**src/design/comparator_map.vh**
```
// Purpose: Register offsets, field positions and reset values of the comparator control
// Assumes: Included by the comparator control module only
// Notes: Offsets are byte addresses on the plain register port
`ifndef COMPARATOR_MAP_VH
`define COMPARATOR_MAP_VH

`define CMP_CSR_OFFSET 8'h30
`define CMP_CSR_DATA_ADDR 8'h50
`define CMP_CONV_B_OFFSET 8'h31
`define CMP_CONV_A_OFFSET 8'h32
`define CMP_CHAN_SEL_OFFSET 8'h33

`define CMP_BIT_POWER_OFF 7
`define CMP_BIT_BANDGAP 6
`define CMP_BIT_RESULT 5
`define CMP_BIT_FLAG 4
`define CMP_BIT_IRQ_EN 3
`define CMP_BIT_CAPTURE 2
`define CMP_BIT_MODE_HI 1
`define CMP_BIT_MODE_LO 0
`define CMP_BIT_MUX_EN 6
`define CMP_BIT_CONV_ON 7
`define CMP_CHAN_LSB 0
`define CMP_CHAN_MSB 2

`define CMP_MODE_TOGGLE 2'h0
`define CMP_MODE_RESERVED 2'h1
`define CMP_MODE_FALL 2'h2
`define CMP_MODE_RISE 2'h3

`define CMP_CSR_RESET 8'h00
`define CMP_CONV_B_RESET 8'h00
`define CMP_CONV_A_RESET 8'h00
`define CMP_CHAN_SEL_RESET 8'h00

`endif

```
**src/design/comparator_control.v**
```verilog
// Purpose: Digital control around an on-chip analog comparator
// Assumes: Analog comparator result arrives asynchronously; one 100 MHz clock
// Notes: Input selections are driven out to the analog macro from flip-flops
//
// Our own choice: the plain strobed port.
`include "comparator_map.vh"

// Summary of operation
// Result synchronised, one to two cycles latency
// Result high when positive exceeds negative
// Mux on, converter off: channel selects negative
// Otherwise negative pin feeds negative input
// Mux enable bit 6 of converter reg b
// Bandgap bit replaces positive pin input
// Power-off bit 7 may be set anytime
// Software disables irq before power change
// Flag bit 4 set on selected event
// Flag cleared when vector executes
// Writing one clears flag, zero keeps
// Request needs flag, enable, global enable
// Capture bit routes result to timer
// Capture bit clear disconnects timer route
// Software sets timer capture irq enable
// Software clears converter power reduction first
// Register at 0x30, mirror 0x50, reset zero
// Mode 00 toggle, 10 fall, 11 rise
// Software disables irq before mode change
// Edge compares result with previous cycle
module comparator_control
(
	// Clock and reset
	input wire clk_i,
	input wire rst_n_i,
	// Register port
	input wire [7:0] addr_i,
	input wire [7:0] wdata_i,
	input wire wr_i,
	input wire rd_i,
	output wire [7:0] rdata_o,
	// Analog comparator macro
	input wire cmp_raw_i,
	output wire power_off_o,
	output wire bandgap_positive_select_o,
	output wire use_channel_o,
	output wire [2:0] channel_select_o,
	// Converter enable from the converter block
	input wire converter_on_i,
	// CPU interrupt side
	input wire global_irq_enable_i,
	input wire vector_ack_i,
	output wire irq_o,
	// Timer capture front end
	output wire capture_in_o,
	output wire capture_sel_o
);

	reg sync1_ff;
	reg sync2_ff;
	reg prev_ff;
	reg power_off_ff;
	reg bandgap_ff;
	reg flag_ff;
	reg irq_en_ff;
	reg capture_ff;
	reg [1:0] mode_ff;
	reg [7:0] conv_b_ff;
	reg [7:0] conv_a_ff;
	reg [7:0] chan_sel_ff;
	reg [7:0] rdata_ff;
	reg irq_ff;
	reg use_channel_ff;
	reg [2:0] channel_ff;
	reg capture_in_ff;
	reg nxt_flag;
	reg event_hit;
	reg [7:0] nxt_rdata;
	wire csr_sel;
	wire conv_active;
	wire [7:0] csr_value;
	wire wr_csr;
	wire wr_conv_b;
	wire wr_conv_a;
	wire wr_chan;
	wire rd_csr;
	wire flag_clear;
	wire mux_route;

	// Two-stage synchroniser on the asynchronous result
	always @(posedge clk_i or negedge rst_n_i)
	begin
		if (!rst_n_i)
		begin
			sync1_ff <= 1'b0;
			sync2_ff <= 1'b0;
			prev_ff <= 1'b0;
		end
		else
		begin
			sync1_ff <= cmp_raw_i;
			sync2_ff <= sync1_ff;
			prev_ff <= sync2_ff;
		end
	end

	assign csr_sel = (addr_i == `CMP_CSR_OFFSET) || (addr_i == `CMP_CSR_DATA_ADDR);
	// Converter enable may come from the local copy or the converter itself
	assign conv_active = converter_on_i | conv_a_ff[`CMP_BIT_CONV_ON];

	// Write decodes, one per register; read decode for the CSR only
	assign wr_csr = wr_i & csr_sel;
	assign wr_conv_b = wr_i & (addr_i == `CMP_CONV_B_OFFSET);
	assign wr_conv_a = wr_i & (addr_i == `CMP_CONV_A_OFFSET);
	assign wr_chan = wr_i & (addr_i == `CMP_CHAN_SEL_OFFSET);
	assign rd_csr = rd_i & csr_sel;

	// Flag clears by a written one or by the vector
	assign flag_clear = vector_ack_i | (wr_csr & wdata_i[`CMP_BIT_FLAG]);

	// Channel feeds negative input only with converter off
	assign mux_route = conv_b_ff[`CMP_BIT_MUX_EN] & ~conv_active;

	// Event detection per mode; reserved mode never fires
	always @*
	begin
		case (mode_ff)
			`CMP_MODE_TOGGLE: event_hit = sync2_ff ^ prev_ff;
			`CMP_MODE_FALL: event_hit = prev_ff & ~sync2_ff;
			`CMP_MODE_RISE: event_hit = ~prev_ff & sync2_ff;
			default: event_hit = 1'b0;
		endcase
	end

	// Set wins over any clear in the same cycle
	always @*
	begin
		nxt_flag = flag_ff;
		if (flag_clear)
		begin
			nxt_flag = 1'b0;
		end
		if (event_hit)
		begin
			nxt_flag = 1'b1;
		end
	end

	assign csr_value = {power_off_ff, bandgap_ff, sync2_ff, flag_ff,
		irq_en_ff, capture_ff, mode_ff};

	// Read mux; idle and unmapped reads give zero
	always @*
	begin
		nxt_rdata = 8'h00;
		if (rd_csr)
		begin
			nxt_rdata = csr_value;
		end
		else if (rd_i && addr_i == `CMP_CONV_B_OFFSET)
		begin
			nxt_rdata = conv_b_ff;
		end
		else if (rd_i && addr_i == `CMP_CONV_A_OFFSET)
		begin
			nxt_rdata = conv_a_ff;
		end
		else if (rd_i && addr_i == `CMP_CHAN_SEL_OFFSET)
		begin
			nxt_rdata = chan_sel_ff;
		end
	end

	// Interrupt flag
	always @(posedge clk_i or negedge rst_n_i)
	begin
		if (!rst_n_i)
		begin
			flag_ff <= 1'b0;
		end
		else
		begin
			flag_ff <= nxt_flag;
		end
	end

	// Read data, one cycle after the strobe
	always @(posedge clk_i or negedge rst_n_i)
	begin
		if (!rst_n_i)
		begin
			rdata_ff <= 8'h00;
		end
		else
		begin
			rdata_ff <= nxt_rdata;
		end
	end

	// Writable control fields; result bit is read-only
	always @(posedge clk_i or negedge rst_n_i)
	begin
		if (!rst_n_i)
		begin
			power_off_ff <= 1'b0;
			bandgap_ff <= 1'b0;
			irq_en_ff <= 1'b0;
			capture_ff <= 1'b0;
			mode_ff <= 2'h0;
		end
		else if (wr_csr)
		begin
			power_off_ff <= wdata_i[`CMP_BIT_POWER_OFF];
			bandgap_ff <= wdata_i[`CMP_BIT_BANDGAP];
			irq_en_ff <= wdata_i[`CMP_BIT_IRQ_EN];
			capture_ff <= wdata_i[`CMP_BIT_CAPTURE];
			mode_ff <= {wdata_i[`CMP_BIT_MODE_HI], wdata_i[`CMP_BIT_MODE_LO]};
		end
	end

	// Converter register b, holds the mux enable
	always @(posedge clk_i or negedge rst_n_i)
	begin
		if (!rst_n_i)
		begin
			conv_b_ff <= `CMP_CONV_B_RESET;
		end
		else if (wr_conv_b)
		begin
			conv_b_ff <= wdata_i;
		end
	end

	// Local copy of converter register a
	always @(posedge clk_i or negedge rst_n_i)
	begin
		if (!rst_n_i)
		begin
			conv_a_ff <= `CMP_CONV_A_RESET;
		end
		else if (wr_conv_a)
		begin
			conv_a_ff <= wdata_i;
		end
	end

	// Channel select register
	always @(posedge clk_i or negedge rst_n_i)
	begin
		if (!rst_n_i)
		begin
			chan_sel_ff <= `CMP_CHAN_SEL_RESET;
		end
		else if (wr_chan)
		begin
			chan_sel_ff <= wdata_i;
		end
	end

	// Interrupt request, same edge as the flag
	always @(posedge clk_i or negedge rst_n_i)
	begin
		if (!rst_n_i)
		begin
			irq_ff <= 1'b0;
		end
		else
		begin
			irq_ff <= nxt_flag & irq_en_ff & global_irq_enable_i;
		end
	end

	// Negative input choice; channel holds while unused
	always @(posedge clk_i or negedge rst_n_i)
	begin
		if (!rst_n_i)
		begin
			use_channel_ff <= 1'b0;
			channel_ff <= 3'h0;
		end
		else
		begin
			use_channel_ff <= mux_route;
			if (mux_route)
			begin
				channel_ff <= chan_sel_ff[`CMP_CHAN_MSB:`CMP_CHAN_LSB];
			end
		end
	end

	// Timer capture route, zero from one cycle after disconnection
	always @(posedge clk_i or negedge rst_n_i)
	begin
		if (!rst_n_i)
		begin
			capture_in_ff <= 1'b0;
		end
		else
		begin
			capture_in_ff <= capture_ff & sync2_ff;
		end
	end

	assign rdata_o = rdata_ff;
	assign power_off_o = power_off_ff;
	assign bandgap_positive_select_o = bandgap_ff;
	assign use_channel_o = use_channel_ff;
	assign channel_select_o = channel_ff;
	assign irq_o = irq_ff;
	assign capture_in_o = capture_in_ff;
	assign capture_sel_o = capture_ff;

endmodule // comparator_control

```
**config.mk**
```make
export PLATFORM = sky130hd
export DESIGN_NAME = comparator_control
export DESIGN_NICKNAME = d
export VERILOG_FILES = /design/src/design/comparator_control.v
export VERILOG_INCLUDE_DIRS = /design/src /design/src/design
export SDC_FILE = /design/constraint.sdc
export NUM_CORES = 1
export LEC_CHECK = 0
export BUFFER_PORTS_ARGS = -buffer_cell sky130_fd_sc_hd__buf_2
export CAP_MARGIN = 30
export CORE_MARGIN = 3
export CORE_UTILIZATION = 58
export CTS_CLUSTER_DIAMETER = 200
export CTS_CLUSTER_SIZE = 16
export DETAILED_ROUTE_END_ITERATION = 10
export GPL_ROUTABILITY_DRIVEN = 0
export PLACE_DENSITY_LB_ADDON = 0.1
export SLEW_MARGIN = 0
export SYNTH_ARGS = -nofsm -noshare
export SYNTH_HDL_FRONTEND = slang
export SYNTH_SLANG_ARGS = --single-unit
export TNS_END_PERCENT = 20
```
**constraint.sdc**
```tcl
create_clock -name clk_i -period 4.3 [get_ports clk_i]
set_clock_uncertainty 0.2 [all_clocks]
set_input_delay 0.215 -clock clk_i [delete_from_list [all_inputs] [get_ports clk_i]]
set_output_delay 0.215 -clock clk_i [all_outputs]
set_load 0.005 [all_outputs]
```
==> impl_metrics.toml <==
[sta]
max_slew_margin_pct = 53.8
hold_slack_ns = 0.0583
rsz0062_at_grt = "no"
period_share_pct = 43.9
fmax_mhz = 530
setup_viol = 0
min_period_ns = 1.89
layout_setup_ws_ns = 2.41
finalMaxSlewViolations = 0
hold_viol_final = 0
worstMarginPinSlew_ns = 0.688
setup_tns_ns = 0

[route]
firstDrtPassIters = 4
routed_via_density = 5.75
route.detailed.drc = 0
drt_iter0_markers = 126
totalWireLength_um = 4520
vias = 1483
antenna_left = 0
wl_per_cell_um = 17.5

[critical_path]
cp_data_arrival_time_ns = 1.96
critPathSlowestCell = "nor4_4"
cp_top_family = "simple AND/OR/NAND/NOR gates"
crit_path_max_fanout = 8
cp_cell_sequence = "buf_2, or4b_4, nor4_4, mux2_2"
end_kind = "flop"
crit_buf_inv = 1
crit_type = "primary input to flop"
cp-start-kind = "primary input"
cp.required_ns = 4.38
critPathMaxStageDelay_ns = 0.65

[clock_tree]
clk_pin_slew_ns = 0.13
cts_tree = "built"
cts_root_buf = "clkbuf_4"
clock_sinks = 48
clock_latency_ns = 0.38
post-cts-setup-buffer-count = 0
clockBufferDepth = 2
cts_buffers = 5
h-tree-depth = 2

[final_layout]
num_antenna_cells = 0
fin_util_pct = 75.1
area_growth_pct = 21.0
drive_above_1_share_pct = 42.5
n_fill_cell = 245
fin_nets = 237
design_area_mm2 = 0.00256

[yosys]
synth_top_cell_area_share_pct = 56.7
synth_fa_ha_area_share_pct = 1.18
synth_top_family_by_area = "multiplexers"
synth_top_area_cell = "dfrtp_1"
yosysWarnings = 0
yosysUniqueCellTypes = 29
synth.cells.most_frequent = "48 x dfrtp_1, 34 x mux2_2, 17 x a21oi_1, 9 x nand3_1"
ys_seq_area_share_pct = 56.7
synth.most_common_cell = "dfrtp_1"
async_flop_share_pct = 100
synth.net_count = 181
synthFlopType = "dfrtp_1"
postSynthAreaPerCell_um2 = 13.7
syn_area_mm2 = 0.00212
synth_compound_area_share_pct = 7.85
synthXorXnorAreaFrac_pct = 0.413
ys_ff_latch = 48
synth.area.top_cells = "dfrtp_1 57%, mux2_2 18%, a21oi_1 4.0%, mux2i_1 3.8%, a211o_1 3.3%"
muxShareOfSynthArea_pct = 21.8
synth_edf_count = 0
yosys.area_share.simple_pct = 9.50
netlist_instances = 155

[power_and_ir_drop]
ir_drop_v = 0.000240
p_switching_w = 0.000205
combPwrFrac_pct = 10.9
switching_share_pct = 24.3
leakage_nw = 1.29
seqPwrFrac_pct = 57.6
p_int_w = 0.000639
p_per_area_mw_per_mm2 = 329
clkPwrFrac_pct = 31.5

[place]
place_area_mm2 = 0.00235
dp_worst_setup_slack_ns = 2.01
hpwl_um = 3040
port_buffers = 40

[floorplanning]
std_cell_rows = 21
io_pins = 41
fp.dieW_um = 66.5
start_util_pct = 62.1
core_area_mm2 = 0.00342
fp.dieH_um = 66.5
dieArea_mm2 = 0.00442

[global_route]
grt_pass1_vias = 1562
grt_max_degree = 36
antenna_found_initial = 0
grt_pass1_wl_um = 7600
grt_usage_pct = 24.0
grt_overflow = 0

[job]
drv_cap = 0

[worst_hold_path]
hold_class = "primary input to asynchronous set/reset pin"

[outcome]
status = "completed"
==> cell type report <==
type / instances / area [µm²] / area share (%)
flip-flops and latches: 48 / 1200 / 46.8
well taps: 46 / 57.6 / 2.24
multi-input cells: 99 / 865 / 33.7
inverters: 3 / 11.3 / 0.439
repair buffers: 54 / 350 / 13.7
clock inverters: 3 / 42.5 / 1.66
clock buffers: 5 / 37.5 / 1.46
==> flip-flops by register name, summed over array words and instances (netlist names), 2 cells and up <==
signal            cells
chan_sel_ff           8
conv_a_ff             8
conv_b_ff             8
rdata_o               8
channel_select_o      3
mode_ff               2
==> placed cells by master (no fill, tap or decap) <==
cell	n
and4_1	1
and2_1	2
buf_2	40
or2_2	1
inv_1	3
a211o_1	8
nand3_1	9
dlygate4sd3_1	13
mux2i_1	8
bufinv_16	1
buf_12	1
clkinvlp_4	1
nor2_2	1
or2b_2	1
nand2b_1	1
clkinv_2	1
o22ai_1	1
or4b_4	1
a21oi_1	17
nor4b_1	1
ha_1	2
nor4_4	2
mux2_2	34
nor3_1	1
dfrtp_1	48
nand2_1	3
clkbuf_4	5
nor3b_1	1
and4bb_2	1
xor2_1	1
o21ai_0	1
nand4_1	1
==> worst paths after layout <==
check / startpoint / cells past startpoint / endpoint / slack, ns
min in group clk_i: rd_i / 3 / rdata_o[3] / 0.12
max reg2reg: conv_a_ff[7] / 2 / channel_select_o[1] / 2.61
max in group asynchronous: rst_n_i / 3 / use_channel_o / 3.35
max: addr_i[3] / 4 / chan_sel_ff[4] / 2.41
min reg2reg: sync1_ff / 0 / sync2_ff / 0.19
min: rst_n_i / 2 / conv_b_ff[4] / 0.06
==> metal layers <==
layer	wire length [µm]	global-route usage [%]
met1	1980	30.8
met2	2250	39.4
met3	199	4.72
met4	95	10.7
met5	0	0
==> per-stage QoR <==
step	std cells	total power, W
after floorplan	155	0.000538
after global placement	236	0.000570
after detailed placement	237	0.000578
after CTS	258	0.000849
after global routing	258	0.000883
final	258	0.000843
==> what timing repair did <==
item / 4_1_cts / 5_1_grt
hold endpoints to repair: 82 / 0
resized for setup: 0 / 0
hold buffers: 13 / 0
==> power by group through the flow <==
stage / combinational (W) / clock [W] / sequential (W)
2_1_floorplan: 0.0000468 / 0 / 0.000491
3_3_place_gp: 0.0000777 / 0 / 0.000493
3_5_place_dp: 0.0000835 / 0 / 0.000494
4_1_cts: 0.0000930 / 0.000270 / 0.000486
5_1_grt: 0.000103 / 0.000291 / 0.000489
6_report: 0.0000921 / 0.000265 / 0.000486
==> cells by family after synthesis <==
family | count (synthesis)
simple gates | 27
flops | 48
buf+inv | 8
fa+ha+maj | 2
compound gates | 27
xor+xnor | 1
mux | 42
==> worst reg2reg max path, delay by kind of cell (launching register included) <==
| family | cells | cell delay (ns) |
|---|---|---|
| muxes | 1 | 0.41 |
| DFF | 1 | 0.42 |
| and+or+nand+nor | 1 | 0.56 |
(Power assumes the default switching activity.)
